===== src/rtl/wps_regs.svh =====
// Purpose: Register offsets, field positions, reset values and timing counts
//          of the wake-up and power-state controller.
// Assumes: 32-bit register port, byte addresses, 250 MHz system clock.
// Notes:   Definitions only.
`ifndef WPS_REGS_SVH
`define WPS_REGS_SVH

// Register byte offsets
`define WPS_OFF_PWR_CTRL     8'h00
`define WPS_OFF_WAKE_MASK    8'h04
`define WPS_OFF_TMR_RELOAD   8'h08
`define WPS_OFF_LF_DUTY      8'h0c
`define WPS_OFF_STATUS       8'h10

// Fields of the power control register
`define WPS_PC_SOFT_RST      0
`define WPS_PC_TMR_RST_EN    1
`define WPS_PC_TMR_EN        2
`define WPS_PC_LF_WAKE_EN    4
`define WPS_PC_TSHDWN_EN     5
`define WPS_PC_IDLE          6
`define WPS_PC_PDWN          7

// Fields of the wake mask register (1 = source enabled)
`define WPS_WM_TIMER         0
`define WPS_WM_LF_CARRIER    1
`define WPS_WM_LF_ID         2
`define WPS_WM_LF_SYNC       3
`define WPS_WM_GPIO_LSB      4
`define WPS_WM_OVER_TEMP_DETECTOR          10
`define WPS_WM_WIDTH         11

// Fields of the LF duty register
`define WPS_LD_ON_LSB        0
`define WPS_LD_OFF_LSB       8
`define WPS_LD_CONT          16

// Reset values
`define WPS_RST_PWR_CTRL     8'h04
`define WPS_RST_WAKE_MASK    11'h7ff
`define WPS_RST_TMR_RELOAD   16'hffff
`define WPS_RST_LF_DUTY      17'h00801

// Timing: wake timer and LF on-off timer tick at 1 ms
`define WPS_CLK_MHZ          250
`define WPS_TICK_US          1000

`endif


===== src/rtl/wps_pkg.sv =====
// Purpose: Types of the wake-up and power-state controller.
// Assumes: Constants live in wps_regs.svh.
// Notes:   State codes are one-hot.
package wps_pkg;

    typedef enum logic [4:0] {
        WPS_ST_INIT  = 5'b00001,
        WPS_ST_RUN   = 5'b00010,
        WPS_ST_IDLE  = 5'b00100,
        WPS_ST_PDOWN = 5'b01000,
        WPS_ST_TSHDN = 5'b10000
    } wps_state_t;

    typedef enum logic [1:0] {
        WPS_MODE_RESERVED = 2'b00,
        WPS_MODE_DEBUG    = 2'b01,
        WPS_MODE_PROGRAM  = 2'b10,
        WPS_MODE_NORMAL   = 2'b11
    } wps_mode_t;

    typedef struct packed {
        logic cpu_clk_en;
        logic core_supply_en;
        logic core_active;
        logic regulator_en;
        logic hf_osc_en;
    } wps_pwr_t;

endpackage : wps_pkg


===== src/rtl/wps_ctrl.sv =====
// Purpose: Always-on wake-up and power-state controller: strap mode latch,
//          device state sequencing, power gating, wake and reset collection.
// Assumes: i_rst_n is the combined power-on reset; pins are asynchronous.
// Notes:   Register port answers one cycle after a read strobe.
`timescale 1ns/1ns
`default_nettype none
`include "wps_regs.svh"

module wps_ctrl
    import wps_pkg::*;
#(
    parameter int TICK_CYCLES = `WPS_TICK_US * `WPS_CLK_MHZ
) (
    // Clock and power-on reset
    input  wire logic        i_sys_clk,
    input  wire logic        i_rst_n,
    // Pins
    input  wire logic        i_strap_pin_low,
    input  wire logic        i_strap_pin_high,
    input  wire logic [5:0]  i_general_io_pins,
    input  wire logic        i_brown_out,
    // On-chip event sources
    input  wire logic        i_periph_irq,
    input  wire logic        i_lf_carrier,
    input  wire logic        i_lf_id_match,
    input  wire logic        i_lf_sync,
    input  wire logic        i_over_temp_alarm,
    input  wire logic        i_over_temp_good,
    input  wire logic        i_boot_done,
    // Register port
    input  wire logic [7:0]  i_addr,
    input  wire logic [31:0] i_wdata,
    input  wire logic        i_wr,
    input  wire logic        i_rd,
    output logic      [31:0] o_rdata,
    // Power and control outputs
    output wps_pwr_t         o_pwr,
    output logic             o_core_rst,
    output logic             o_boot_req,
    output logic             o_lf_rx_on,
    output logic             o_over_temp_detector_en,
    output wps_mode_t        o_mode,
    output wps_state_t       o_state
);

    // Power-on reset synchroniser
    logic rst_meta_reg;
    logic rst_n_reg;

    always_ff @(posedge i_sys_clk or negedge i_rst_n) begin
        if (!i_rst_n) begin
            rst_meta_reg <= 1'b0;
            rst_n_reg    <= 1'b0;
        end else begin
            rst_meta_reg <= 1'b1;
            rst_n_reg    <= rst_meta_reg;
        end
    end

    // Pin synchronisers without reset, so straps are already settled when the mode is taken
    logic [8:0] pin_meta_reg;
    logic [8:0] pin_sync_reg;

    always_ff @(posedge i_sys_clk) begin
        pin_meta_reg <= {i_brown_out, i_strap_pin_high, i_strap_pin_low, i_general_io_pins};
        pin_sync_reg <= pin_meta_reg;
    end

    logic       brown_out;
    logic [1:0] strap;
    logic [5:0] gpio;
    assign brown_out = pin_sync_reg[8];
    assign strap     = pin_sync_reg[7:6];
    assign gpio      = pin_sync_reg[5:0];

    // Brown-out clears the settings, timers, wake cause, mode latch and state like power-on, but synchronously
    logic cold_rst;
    assign cold_rst = brown_out;

    function automatic logic addr_is(input logic [7:0] a, input logic [7:0] off);
        addr_is = (a == off);
    endfunction : addr_is

    // Operating mode latch; cleared only by power-on or brown-out
    logic      mode_taken_reg;
    wps_mode_t mode_reg;

    always_ff @(posedge i_sys_clk or negedge rst_n_reg) begin
        if (!rst_n_reg) begin
            mode_taken_reg <= 1'b0;
            mode_reg       <= WPS_MODE_RESERVED;
        end else if (cold_rst) begin
            mode_taken_reg <= 1'b0;
        end else if (!mode_taken_reg) begin
            mode_taken_reg <= 1'b1;
            mode_reg       <= wps_mode_t'(strap);
        end
    end

    // Always-on wake masks survive powerdown and warm resets
    logic [`WPS_WM_WIDTH-1:0] wake_mask_reg;
    logic                     wr_ok;
    wps_state_t               state_reg;
    wps_state_t               state_next;

    // Software writes take effect only while code runs
    assign wr_ok = i_wr && (state_reg == WPS_ST_RUN);

    always_ff @(posedge i_sys_clk or negedge rst_n_reg) begin
        if (!rst_n_reg) begin
            wake_mask_reg <= `WPS_RST_WAKE_MASK;
        end else if (cold_rst) begin
            wake_mask_reg <= `WPS_RST_WAKE_MASK;
        end else if (wr_ok && addr_is(i_addr, `WPS_OFF_WAKE_MASK)) begin
            wake_mask_reg <= i_wdata[`WPS_WM_WIDTH-1:0];
        end
    end

    // Warm reset: software request or enabled timer underflow
    logic [7:0] pwr_ctrl_reg;
    logic       tmr_uflow;
    logic       soft_rst;
    logic       warm_rst;
    logic       in_init_reg;

    assign soft_rst = wr_ok && addr_is(i_addr, `WPS_OFF_PWR_CTRL) && i_wdata[`WPS_PC_SOFT_RST];
    assign warm_rst = soft_rst || (tmr_uflow && pwr_ctrl_reg[`WPS_PC_TMR_RST_EN]);

    // Power control: cleared to wake values on every entry to init
    always_ff @(posedge i_sys_clk or negedge rst_n_reg) begin
        if (!rst_n_reg) begin
            pwr_ctrl_reg <= `WPS_RST_PWR_CTRL;
        end else if (cold_rst || state_reg == WPS_ST_INIT) begin
            pwr_ctrl_reg <= `WPS_RST_PWR_CTRL;
        end else if (wr_ok && addr_is(i_addr, `WPS_OFF_PWR_CTRL)) begin
            pwr_ctrl_reg <= i_wdata[7:0];
            pwr_ctrl_reg[`WPS_PC_SOFT_RST] <= 1'b0;
        end else if (state_reg != WPS_ST_RUN) begin
            // Request bits are consumed once the state is left
            pwr_ctrl_reg[`WPS_PC_PDWN] <= 1'b0;
            pwr_ctrl_reg[`WPS_PC_IDLE] <= 1'b0;
        end
    end

    // Timer reload and LF duty settings
    logic [15:0] tmr_reload_reg;
    logic [16:0] lf_duty_reg;

    always_ff @(posedge i_sys_clk or negedge rst_n_reg) begin
        if (!rst_n_reg) begin
            tmr_reload_reg <= `WPS_RST_TMR_RELOAD;
            lf_duty_reg    <= `WPS_RST_LF_DUTY;
        end else if (cold_rst) begin
            tmr_reload_reg <= `WPS_RST_TMR_RELOAD;
            lf_duty_reg    <= `WPS_RST_LF_DUTY;
        end else begin
            if (wr_ok && addr_is(i_addr, `WPS_OFF_TMR_RELOAD)) begin
                tmr_reload_reg <= i_wdata[15:0];
            end
            if (wr_ok && addr_is(i_addr, `WPS_OFF_LF_DUTY)) begin
                lf_duty_reg <= i_wdata[16:0];
            end
        end
    end

    // Millisecond tick shared by the wake timer and LF on-off timer
    logic [31:0] tick_cnt_reg;
    logic        tick;
    assign tick = (tick_cnt_reg == 32'(TICK_CYCLES - 1));

    always_ff @(posedge i_sys_clk or negedge rst_n_reg) begin
        if (!rst_n_reg) begin
            tick_cnt_reg <= 32'h0;
        end else if (cold_rst || tick) begin
            tick_cnt_reg <= 32'h0;
        end else begin
            tick_cnt_reg <= tick_cnt_reg + 32'h1;
        end
    end

    // Periodic wake timer counts down and reloads after underflow
    logic [15:0] tmr_cnt_reg;
    assign tmr_uflow = tick && pwr_ctrl_reg[`WPS_PC_TMR_EN] && (tmr_cnt_reg == 16'h0);

    always_ff @(posedge i_sys_clk or negedge rst_n_reg) begin
        if (!rst_n_reg) begin
            tmr_cnt_reg <= `WPS_RST_TMR_RELOAD;
        end else if (cold_rst) begin
            tmr_cnt_reg <= `WPS_RST_TMR_RELOAD;
        end else if (wr_ok && addr_is(i_addr, `WPS_OFF_TMR_RELOAD)) begin
            tmr_cnt_reg <= i_wdata[15:0];
        end else if (tmr_uflow) begin
            tmr_cnt_reg <= tmr_reload_reg;
        end else if (tick && pwr_ctrl_reg[`WPS_PC_TMR_EN]) begin
            tmr_cnt_reg <= tmr_cnt_reg - 16'h1;
        end
    end

    // LF on-off timer; on and off lengths in ticks, off code 0 keeps it on
    logic       lf_on_reg;
    logic [7:0] lf_cnt_reg;
    logic       lf_cont;
    assign lf_cont = lf_duty_reg[`WPS_LD_CONT] || (lf_duty_reg[`WPS_LD_OFF_LSB +: 8] == 8'h0);

    always_ff @(posedge i_sys_clk or negedge rst_n_reg) begin
        if (!rst_n_reg) begin
            lf_on_reg  <= 1'b0;
            lf_cnt_reg <= 8'h0;
        end else if (cold_rst || !pwr_ctrl_reg[`WPS_PC_LF_WAKE_EN]) begin
            lf_on_reg  <= 1'b0;
            lf_cnt_reg <= 8'h0;
        end else if (lf_cont) begin
            lf_on_reg  <= 1'b1;
            lf_cnt_reg <= 8'h0;
        end else if (tick) begin
            if (lf_cnt_reg == 8'h0) begin
                lf_on_reg  <= !lf_on_reg;
                lf_cnt_reg <= lf_on_reg ? lf_duty_reg[`WPS_LD_OFF_LSB +: 8] - 8'h1
                                        : lf_duty_reg[`WPS_LD_ON_LSB +: 8] - 8'h1;
            end else begin
                lf_cnt_reg <= lf_cnt_reg - 8'h1;
            end
        end
    end

    // Wake sources, each gated by its mask
    logic [`WPS_WM_WIDTH-1:0] wake_src;
    logic                     wake_any;
    assign wake_src = {i_over_temp_good && state_reg == WPS_ST_TSHDN,
                       ~gpio,
                       i_lf_sync && lf_on_reg,
                       i_lf_id_match && lf_on_reg,
                       i_lf_carrier && lf_on_reg,
                       tmr_uflow};
    assign wake_any = |(wake_src[`WPS_WM_OVER_TEMP_DETECTOR-1:0] & wake_mask_reg[`WPS_WM_OVER_TEMP_DETECTOR-1:0]);

    // Shutdown release: temperature good first, then timer underflow
    logic temp_ok_seen_reg;

    always_ff @(posedge i_sys_clk or negedge rst_n_reg) begin
        if (!rst_n_reg) begin
            temp_ok_seen_reg <= 1'b0;
        end else if (state_reg != WPS_ST_TSHDN) begin
            temp_ok_seen_reg <= 1'b0;
        end else if (wake_src[`WPS_WM_OVER_TEMP_DETECTOR] && wake_mask_reg[`WPS_WM_OVER_TEMP_DETECTOR]) begin
            temp_ok_seen_reg <= 1'b1;
        end
    end

    // Device state sequencing
    always_comb begin
        state_next = state_reg;
        case (state_reg)
            WPS_ST_INIT: begin
                if (i_boot_done && !in_init_reg) begin
                    state_next = WPS_ST_RUN;
                end
            end
            WPS_ST_RUN: begin
                if (pwr_ctrl_reg[`WPS_PC_PDWN]) begin
                    if (pwr_ctrl_reg[`WPS_PC_TSHDWN_EN] && i_over_temp_alarm) begin
                        state_next = WPS_ST_TSHDN;
                    end else begin
                        state_next = WPS_ST_PDOWN;
                    end
                end else if (pwr_ctrl_reg[`WPS_PC_IDLE]) begin
                    state_next = WPS_ST_IDLE;
                end
            end
            WPS_ST_IDLE: begin
                if (i_periph_irq || wake_any) begin
                    state_next = WPS_ST_RUN;
                end
            end
            WPS_ST_PDOWN: begin
                if (wake_any) begin
                    state_next = WPS_ST_INIT;
                end
            end
            WPS_ST_TSHDN: begin
                if (temp_ok_seen_reg && tmr_uflow) begin
                    state_next = WPS_ST_INIT;
                end
            end
            default: begin
                state_next = WPS_ST_INIT;
            end
        endcase
        // Only normal mode sequences low-power states
        if (mode_reg != WPS_MODE_NORMAL && state_next != WPS_ST_INIT) begin
            state_next = state_reg == WPS_ST_INIT ? state_next : WPS_ST_RUN;
        end
        if (warm_rst && state_reg != WPS_ST_TSHDN) begin
            state_next = WPS_ST_INIT;
        end
        if (cold_rst || !mode_taken_reg) begin
            state_next = WPS_ST_INIT;
        end
    end

    always_ff @(posedge i_sys_clk or negedge rst_n_reg) begin
        if (!rst_n_reg) begin
            state_reg <= WPS_ST_INIT;
        end else if (cold_rst || !mode_taken_reg) begin
            state_reg <= WPS_ST_INIT;
        end else begin
            state_reg <= state_next;
        end
    end

    // Core reset pulse on the first cycle of every init entry
    always_ff @(posedge i_sys_clk or negedge rst_n_reg) begin
        if (!rst_n_reg) begin
            in_init_reg <= 1'b1;
            o_core_rst  <= 1'b1;
            o_boot_req  <= 1'b0;
        end else begin
            in_init_reg <= (state_next == WPS_ST_INIT) && (state_reg != WPS_ST_INIT || cold_rst);
            o_core_rst  <= (state_next == WPS_ST_INIT) && (state_reg != WPS_ST_INIT);
            o_boot_req  <= (state_next == WPS_ST_INIT);
        end
    end

    // Power gating per state; low-frequency oscillators stay outside this block
    always_ff @(posedge i_sys_clk or negedge rst_n_reg) begin
        if (!rst_n_reg) begin
            o_pwr <= '0;
        end else begin
            o_pwr.cpu_clk_en     <= (state_next == WPS_ST_RUN) || (state_next == WPS_ST_INIT);
            o_pwr.core_supply_en <= (state_next != WPS_ST_PDOWN) && (state_next != WPS_ST_TSHDN);
            o_pwr.core_active    <= (state_next == WPS_ST_RUN) || (state_next == WPS_ST_INIT);
            o_pwr.regulator_en   <= (state_next != WPS_ST_PDOWN) && (state_next != WPS_ST_TSHDN);
            o_pwr.hf_osc_en      <= (state_next == WPS_ST_RUN) || (state_next == WPS_ST_INIT);
        end
    end

    // Misc outputs straight from flops
    always_ff @(posedge i_sys_clk or negedge rst_n_reg) begin
        if (!rst_n_reg) begin
            o_lf_rx_on <= 1'b0;
            o_over_temp_detector_en  <= 1'b0;
            o_mode     <= WPS_MODE_RESERVED;
            o_state    <= WPS_ST_INIT;
        end else begin
            o_lf_rx_on <= lf_on_reg;
            o_over_temp_detector_en  <= pwr_ctrl_reg[`WPS_PC_TSHDWN_EN] || state_reg == WPS_ST_TSHDN;
            o_mode     <= mode_reg;
            o_state    <= state_next;
        end
    end

    // Wake cause capture for software
    logic [`WPS_WM_WIDTH-1:0] wake_cause_reg;

    always_ff @(posedge i_sys_clk or negedge rst_n_reg) begin
        if (!rst_n_reg) begin
            wake_cause_reg <= '0;
        end else if (cold_rst) begin
            wake_cause_reg <= '0;
        end else if ((state_reg == WPS_ST_PDOWN || state_reg == WPS_ST_TSHDN) && state_next == WPS_ST_INIT) begin
            wake_cause_reg <= wake_src & wake_mask_reg;
        end
    end

    // Read data stands for one cycle after the strobe
    always_ff @(posedge i_sys_clk or negedge rst_n_reg) begin
        if (!rst_n_reg) begin
            o_rdata <= 32'h0;
        end else if (!i_rd) begin
            o_rdata <= 32'h0;
        end else if (addr_is(i_addr, `WPS_OFF_PWR_CTRL)) begin
            o_rdata <= {24'h0, pwr_ctrl_reg};
        end else if (addr_is(i_addr, `WPS_OFF_WAKE_MASK)) begin
            o_rdata <= {21'h0, wake_mask_reg};
        end else if (addr_is(i_addr, `WPS_OFF_TMR_RELOAD)) begin
            o_rdata <= {16'h0, tmr_reload_reg};
        end else if (addr_is(i_addr, `WPS_OFF_LF_DUTY)) begin
            o_rdata <= {15'h0, lf_duty_reg};
        end else if (addr_is(i_addr, `WPS_OFF_STATUS)) begin
            o_rdata <= {12'h0, wake_cause_reg, 1'b0, i_over_temp_good, mode_reg, state_reg};
        end else begin
            o_rdata <= 32'h0;
        end
    end

endmodule : wps_ctrl
`default_nettype wire


===== config.mk =====
export PLATFORM = sky130hd
export DESIGN_NAME = wps_ctrl
export DESIGN_NICKNAME = d
export VERILOG_FILES = /design/src/rtl/wps_pkg.sv /design/src/rtl/wps_ctrl.sv
export VERILOG_INCLUDE_DIRS = /design/src /design/src/rtl
export SDC_FILE = /design/constraint.sdc
export NUM_CORES = 1
export LEC_CHECK = 0
export CAP_MARGIN = 20
export CORE_AREA = 2 2 159 161
export CTS_BUF_LIST = sky130_fd_sc_hd__clkbuf_8
export CTS_CLUSTER_SIZE = 12
export DETAILED_ROUTE_END_ITERATION = 16
export DIE_AREA = 0 0 161 163
export DONT_BUFFER_PORTS = 1
export PLACE_DENSITY = 0.46
export SLEW_MARGIN = 25
export SYNTH_ARGS = -nofsm -noshare
export SYNTH_HDL_FRONTEND = slang
export SYNTH_SLANG_ARGS = --single-unit
export TNS_END_PERCENT = 10

===== constraint.sdc =====
create_clock -name i_sys_clk -period 14 [get_ports i_sys_clk]
set_input_delay 1.4 -clock i_sys_clk [delete_from_list [all_inputs] [get_ports i_sys_clk]]
set_output_delay 1.4 -clock i_sys_clk [all_outputs]
set_load 0.005 [all_outputs]

======== Yosys cells after proc, flatten, opt, wreduce, memory -nomap -nowiden ========
Index checks and enable logic that the tools add are counted.
word-level totals
  register bits after elaboration ......... 195
  bits of input ports ..................... 60
  output and inout bits ................... 48
  logic and storage cells ................. 160
operators by class
  add/subtract/negate cells ............... 5
  eq/ne operators ......................... 19
  mux-type cells .......................... 48
  bitwise gates (word level) .............. 5
  reduce and logical (&&, ||, !) cells .... 55
operator list
  cell                   count
  $mux 16                6
  $mux 32                3
  $mux 20                4
  $mux 5                 12
  $mux 8                 6
  $mux 11                4
  $mux 17                2
  $add 32x1->32 const B  1
  $eq 32x18->1 const B   1
  $pmux 5 s5             1
  $logic_not 8->1        3
  $sub 8x1->8 const B    3
  $logic_and 1x1->1      23
  $eq 8x4->1 const B     2
  $logic_not 16->1       1
  $sub 16x1->16 const B  1
  $reduce_bool 2->1      6
  $and 11x11->11         1
  $logic_or 1x1->1       11
  $and 10x10->10         1
  $eq 5x1->1 const B     2
  $eq 5x2->1 const B     2
  $ne 5x1->1 const B     2
  $ne 5x5->1 const B     2
  other kinds (18)       32

======== Longest topological paths before layout ========
Gate-level depths: netlist of run 1.
  word-level depth ........................ 17
  depth in mapped cells ................... 12

======== Least setup slack after synthesis of run 1 ========
Ideal clock, no wire load.
  path kind ............................... input-to-reg
  start ................................... in i_addr[5]
  end ..................................... reg tmr_cnt_reg[11]
  setup time .............................. 0.082 ns
  arrival ................................. 3.132 ns
  setup slack ............................. 10.787 ns
  stages .................................. 8
  buffers on the path ..................... 1
  path through ............................ nor4_2 > nand2_1 > nor3b_1 > buf_2 > nand3_2 > o211ai_2 > nand2_1 > o211ai_1
on the way
  cells in the longest elaborated chain, start to end .. 4
  elaborated cells between the ends (all ways) .. 5
  those cells by class .................... 1 x eq/ne; 2 x mux; 2 x reduce/logical
RTL lines
  element                 line             RTL
  start: declaration      wps_ctrl.sv:31   input wire logic [7:0] i_addr,
  $eq 8x4->1 *            wps_ctrl.sv:81   addr_is = (a == off);
  $logic_and 1x1->1 *     wps_ctrl.sv:190  end else if (wr_ok && addr_is(i_addr, `WPS_OFF_TMR_RELOAD)) begin
  $mux 16                 wps_ctrl.sv:190
  $mux 16                 wps_ctrl.sv:188  end else if (cold_rst) begin
  end signal: assignment  wps_ctrl.sv:187  tmr_cnt_reg <= `WPS_RST_TMR_RELOAD;
  end signal: assignment  wps_ctrl.sv:189  tmr_cnt_reg <= `WPS_RST_TMR_RELOAD;
  end signal: assignment  wps_ctrl.sv:191  tmr_cnt_reg <= i_wdata[15:0];
  end: declaration        wps_ctrl.sv:182  logic [15:0] tmr_cnt_reg;
Mark *: on every way between the ends. The rest lies on a longest branch, timed or not.
A chain may end at the register's enable or synchronous reset.

======== Worst setup path after layout of run 1 ========
  start ................................... in i_addr[5]
  end ..................................... reg tmr_cnt_reg[15]
The elaborated chain is that of the path after synthesis.

==> qor.csv, run 1 <==
metric,value,unit
die area,26240,µm²
H-Tree Depth,4,
Synth Instances,867,
Synth cell types,70,
Area Overhead vs Synth,7.925,%
CP Capture Type,flip-flop,
setup bufs post-CTS,0,
cts repair resizes,0,
CORE AREA,24670,µm²
Max-slew headroom,36.23,%
Storage cell area,4429,µm²
Synth Flop Type,dfrtp_1,
Hold Buf Count CTS,0,
Starting Density,34.36,%
GRT Overall Usage,19.32,%
Tcrit/Tclk final,29.80,%
Fillers,2521,
Worst EP arrival,4.55,ns
Fin Hold WS,0.3397,ns
Routed wire per std cell,20.47,µm
Final Slew Violations,0,
f_max,0.2397,GHz
Worst R2R Path Depth,7,
Max Cap Violations,0,
Avg Vias per Cell,5.332,
die span in y,163,µm
drt initial violations,587,
hpwl dp,17410,µm
PwrDens,103.4,nW/µm²
GPL Wtd Cong,0.8086,
CTS buffer count,17,
cell with the most instances after synthesis,dfrtp_1,
cell taking the most area after synthesis,dfrtp_1,
reg2reg start,state_reg[3]$_DFF_PN0_,
Hold/Removal Path Class,flip-flop to flip-flop,
worst path bufs/invs,1,
drt drc,0,
Clock Skew,0.01995,ns
min Tclk post-route,4.172,ns
CTS max path bufs,2,
met2 Use GR,27.90,%
layout cell share with drive strength beyond 1,13.84,%
asr flop ratio synth,89.89,%
GRT met3 Usage,4.049,%
status,finished clean,
Worst Setup Start Kind,primary input,
"Endpoint, Worst Hold",pin_sync_reg[0]$_DFF_P_,
setup TNS,0,ns
Synth Register Bits,178,
GRT Max-Usage Layer,met1,
Max VDD drop,0.00004281,V
Critical R2R Capture,tmr_cnt_reg[15]$_DFFE_PN1P_,
clk slew on worst S/H paths,0.11,ns
Mean Syn Cell Area,9.779,µm²
Final setup viols,0,
Hold Startpoint,pin_meta_reg[0]$_DFF_P_,
number of global-route vias before repair,6291,
CP Cell Sequence,"nor4_2, nand2_1, nor3b_1, buf_4, nand3_2, o211ai_2, nand2_1, o221ai_1",
Ys Warns,0,
CP most frequent cell,nand2_1,
CTS tree,done,
RSZ-0062 raised after global routing,no,
worst-margin pin slew,0.9536,ns
pin count of the biggest net entering global routing,61,
CP Class,primary input to flip-flop,
R2R Setup Slk,10.71,ns
Worst EP required,14.38,ns
cell count after placement,1158,
Yosys top cell area share,32.76,%
initial antenna violation count,0,
P_leak,3.786,nW
Root Buffer,clkbuf_8,
met1 Use GR,28.82,%
Port Buffers,0,
Commonest cells post-synth,"111 x dfrtp_1, 104 x nand2_1, 92 x nor2_1, 49 x dfstp_2, 45 x a21oi_1",
antenna-violating nets left,0,
First-pass DRT Iterations,6,
final WL,24380,µm
first-pass GRT wire length,38430,µm
"delay-heaviest family, CP",simple AND/OR/NAND/NOR gates,
CTS Sinks,178,
slowest cell delay on critical path,0.61,ns
Post-Syn Area,8478,µm²
CP max FO,27,
# rows,58,
Multi-input gate area,3744,µm²
final hold violation count,0,
ranking of synthesized cells by area,"dfrtp_1 33%, dfstp_2 15%, nand2_1 4.6%",
sequential element share of the synthesized area,52.20,%
total number of vias,6350,
io pins,108,
Min-Delay Path Depth,0,
total grt overflow,0,
Worst path slowest cell,o211ai_2,
nets@finish,911,
fin cells,1191,
width of the die,161,µm
clk_lat worst skew,0.48,ns
"EDFF count, synth",0,
number of flip-flops in the largest register,32,
cell type report:
type	instances	area share [%]
inverter	17	0.6974
clock buffer	17	2.557
sequential	178	48.41
timing repair buffer	11	0.9025
multi-input combinational	622	40.91
clock inverter	15	1.983
antenna	1	0.02735
tap	330	4.513
report_power, final:
| part | total (mW) | switching, mW | leakage, nW | internal, mW |
|---|---|---|---|---|
| clock network | 0.369 | 0.232 | 0.208 | 0.138 |
| logic | 0.0414 | 0.0292 | 1.39 | 0.0122 |
| registers | 0.535 | 0.0100 | 2.18 | 0.525 |
| total | 0.946 | 0.271 | 3.79 | 0.675 |
metal layers:
metal	vias to the layer above	part of all wire [%]
met5	-	0
met4	0	1.8
met3	22	5.3
met2	159	44
met1	3147	49
li1	3022	-
layout by cell type, fill, tap and decap left out, types with 20 or more instances in the layout:
cell     instances
a21oi_1         45
a22o_1          20
and3_1          25
dfrtp_1        110
dfstp_2         49
nand2_1        103
nor2_1          92
nor4_1          20
o21ai_0         36
xnor2_1         25
stage by stage:
step | power, mW | worst slack (ns) | util, % | cell area, µm²
3_5_place_dp | 0.5870 | 9.362 | 35.38 | 8730
5_1_grt | 0.9853 | 9.609 | 37.07 | 9148
4_1_cts | 0.9615 | 9.849 | 37.06 | 9145
2_1_floorplan | 0.5744 | 9.297 | - | 8519
3_3_place_gp | 0.5866 | 9.369 | 35.31 | 8712
6_report | 0.9458 | 9.828 | 37.08 | 9150
how the worst max path moves through the flow:
| stage | startpoint | endpoint | slack (ns) | cells after the start |
|---|---|---|---|---|
| after global placement | i_addr[5] | tmr_cnt_reg[7]$_DFFE_PN1P_ | 9.37 | 8 |
| after CTS | i_addr[5] | tmr_cnt_reg[6]$_DFFE_PN1P_ | 9.85 | 8 |
| after global routing | i_addr[5] | tmr_cnt_reg[15]$_DFFE_PN1P_ | 9.61 | 8 |
| final | i_addr[5] | tmr_cnt_reg[15]$_DFFE_PN1P_ | 9.83 | 8 |
| after floorplan | rst_n_reg$_DFF_PN0_ | lf_cnt_reg[0]$_DFFE_PN0P_ | 9.30 | 0 |
| after detailed placement | i_addr[5] | tmr_cnt_reg[14]$_DFFE_PN1P_ | 9.36 | 8 |
worst register-to-register path, cell delays in order, from the launching register on:
cell and delay, ns:
dfrtp_1 0.55, or3_1 0.43, nor3_1 0.14, buf_4 0.19
nand3_2 0.55, o211ai_2 0.62, nand2_1 0.43, o221ai_1 0.28
kinds of logic after synthesis:
kind of cell	count (synthesis)	share of synthesized area, %
simple gates	347	20.19
xor+xnor	43	4.442
other cells	2	0.08858
compound gates	203	16.53
buf+inv	78	4.442
mux	12	1.520
flops	178	52.20
fa+ha+maj	4	0.5903
(Power assumes the default switching activity.)
==> run 2: changes to the inputs <==
--- a/config.mk
+++ b/config.mk
@@ -13,7 +13,7 @@
 export DETAILED_ROUTE_END_ITERATION = 16
 export DIE_AREA = 0 0 161 163
 export DONT_BUFFER_PORTS = 1
-export PLACE_DENSITY = 0.46
+export PLACE_DENSITY = 0.47
 export SLEW_MARGIN = 25
 export SYNTH_ARGS = -nofsm -noshare
 export SYNTH_HDL_FRONTEND = slang
==> constraint.sdc (replaced) <==
create_clock -name i_sys_clk -period 3.8 [get_ports i_sys_clk]
set_input_delay 0.38 -clock i_sys_clk [delete_from_list [all_inputs] [get_ports i_sys_clk]]
set_output_delay 0.38 -clock i_sys_clk [all_outputs]
set_load 0.005 [all_outputs]
==> qor.csv, run 2 (synthesis gave the netlist of run 1 again) <==
metric,value,unit,change
status,finished clean,,
Final Slew Violations,0,,unchanged
Root Buffer,clkbuf_8,,
Starting Density,34.36,%,unchanged
nets@finish,945,,+3.7%
Fillers,2540,,+0.75%
f_max,0.3173,GHz,
CTS tree,done,,
PwrDens,383.6,nW/µm²,+270%
Max Cap Violations,0,,unchanged
Hold/Removal Path Class,primary input to flip-flop,,
Util after Layout,38.53,%,+1.5 points
antenna-violating nets left,0,,unchanged
die span in y,163,µm,unchanged
io pins,108,,unchanged
final hold violation count,0,,unchanged
width of the die,161,µm,unchanged
Max-slew headroom,30.36,%,-5.9 points
P_leak,3.945,nW,+4.2%
Port Buffers,0,,unchanged
Tcrit/Tclk final,82.94,%,
Final setup viols,0,,unchanged
Worst EP arrival,3.52,ns,-1.03 ns
metal2 WL,10770,µm,+1.2%
Post-DP Area,8767,µm²,+0.43%
Fin Hold WS,0.04260,ns,-0.2971 ns
CP max FO,35,,+30%
die area,26240,µm²,unchanged
initial antenna violation count,0,,unchanged
fin cells,1224,,+2.8%
final WL,24920,µm,+2.2%
Met3 Wirelength,1389,µm,+8.1%
drt drc,0,,unchanged
Clock Skew,0.02238,ns,+0.002433 ns
CP Capture Type,flip-flop,,
min Tclk post-route,3.152,ns,
cell count after placement,1163,,+0.43%
number of global-route vias before repair,6440,,+2.4%
most frequent cells in the layout,"110 x dfrtp_1, 104 x nand2_1, 92 x nor2_1, 49 x dfstp_2, 45 x a21oi_1",,
met1 wire length,12380,µm,+3.2%
first-pass GRT wire length,39010,µm,+1.5%
layout cell share with drive strength beyond 1,13.76,%,-0.079 points
Avg Vias per Cell,5.346,,+0.28%
DR top layer,met4,,
"most common cell after layout, fill and taps aside",dfrtp_1,,
clk slew on worst S/H paths,0.11,ns,about the same
First-pass DRT Iterations,7,,+1
Area Overhead vs Synth,12.15,%,
hpwl dp,17360,µm,-0.30%
drt initial violations,546,,-7.0%
clk_lat worst skew,0.49,ns,about the same
pin count of the biggest net entering global routing,113,,+85%
Worst EP required,4.16,ns,-10.22 ns
# rows,58,,unchanged
Worst Setup Start Kind,flip-flop,,
number of flip-flops in the largest register,32,,unchanged
Routed wire per std cell,20.36,µm,-0.54%
H-Tree Depth,4,,unchanged
total number of vias,6544,,+3.1%
CTS buffer count,17,,unchanged
worst-margin pin slew,1.039,ns,+0.08539 ns
CP Class,flip-flop to flip-flop,,
setup TNS,0,ns,unchanged
CTS max path bufs,2,,unchanged
CORE AREA,24670,µm²,unchanged
Max VDD drop,0.0002029,V,+370%
GPL Wtd Cong,0.8036,,-0.62%
GRT Overall Usage,19.56,%,+0.24 points
CTS Sinks,178,,unchanged
n_diodes,0,,-1
total grt overflow,0,,unchanged
RSZ-0062 raised after global routing,no,,
Final Cell Area,9508,µm²,+3.9%
-- run 2: area by class of cell --
cell class / count / area (µm²) / area share (%)
well taps: 330 / 412.9 / 4.343
inverters: 17 / 63.81 / 0.6711
clock inverters: 15 / 216.5 / 2.277
repair buffers: 45 / 422.9 / 4.448
multi-input cells: 622 / 3729 / 39.22
clock buffers: 17 / 234.0 / 2.461
flip-flops and latches: 178 / 4429 / 46.59
-- run 2: stage by stage --
step | setup slack (ns) | power [mW]
floorplan | 1.197 | 2.116
global placement | 0.7400 | 2.162
detailed placement | 0.6793 | 2.163
CTS | 0.6709 | 3.703
global route | 0.4397 | 3.787
finish | 0.6481 | 3.647
-- run 2: power by group --
part,switching [mW],internal (mW)
clock,0.856,0.634
sequential,0.0377,1.93
combinational,0.119,0.0669
-- run 2: path summary, 6_finish.rpt --
kind,from,endpoint,slack [ns],depth (start not counted)
max in group asynchronous,rst_n_reg$_DFF_PN0_,tick_cnt_reg[3]$_DFF_PN0_,2.37,1
min in group asynchronous,i_rst_n,rst_n_reg$_DFF_PN0_,0.12,1
max reg2reg,tmr_cnt_reg[0]$_DFFE_PN1P_,wake_cause_reg[1]$_DFFE_PN0P_,0.65,10
min,i_wdata[0],lf_duty_reg[0]$_DFFE_PN1P_,0.04,2
max,tmr_cnt_reg[0]$_DFFE_PN1P_,wake_cause_reg[1]$_DFFE_PN0P_,0.65,10
min reg2reg,pin_meta_reg[7]$_DFF_P_,pin_sync_reg[7]$_DFF_P_,0.33,0
-- run 2: repair_timing --
action / 4_1_cts / 5_1_grt
buffers inserted: 0 / 0
endpoints found under the hold margin: 45 / 0
gates resized for setup: 0 / 0
endpoints found under the setup margin: 0 / 0
hold buffers: 29 / 0
-- run 2: worst max-delay path, stage by stage (launching register included) --
cell,delay [ns]
dfstp_2,0.57
inv_1,0.07
ha_1,0.19
and2_1,0.14
nand4_1,0.16
or4_1,0.14
buf_4,0.35
o21bai_2,0.16
nor3_2,0.87
o31ai_1,0.16
a22o_1,0.22
-- run 2: per-layer routing --
layer | GRT usage [%] | vias up
met5 | 0 | -
met4 | 4.911 | 0
met3 | 3.972 | 25
met2 | 28.85 | 182
met1 | 29.26 | 3251
li1 | - | 3086
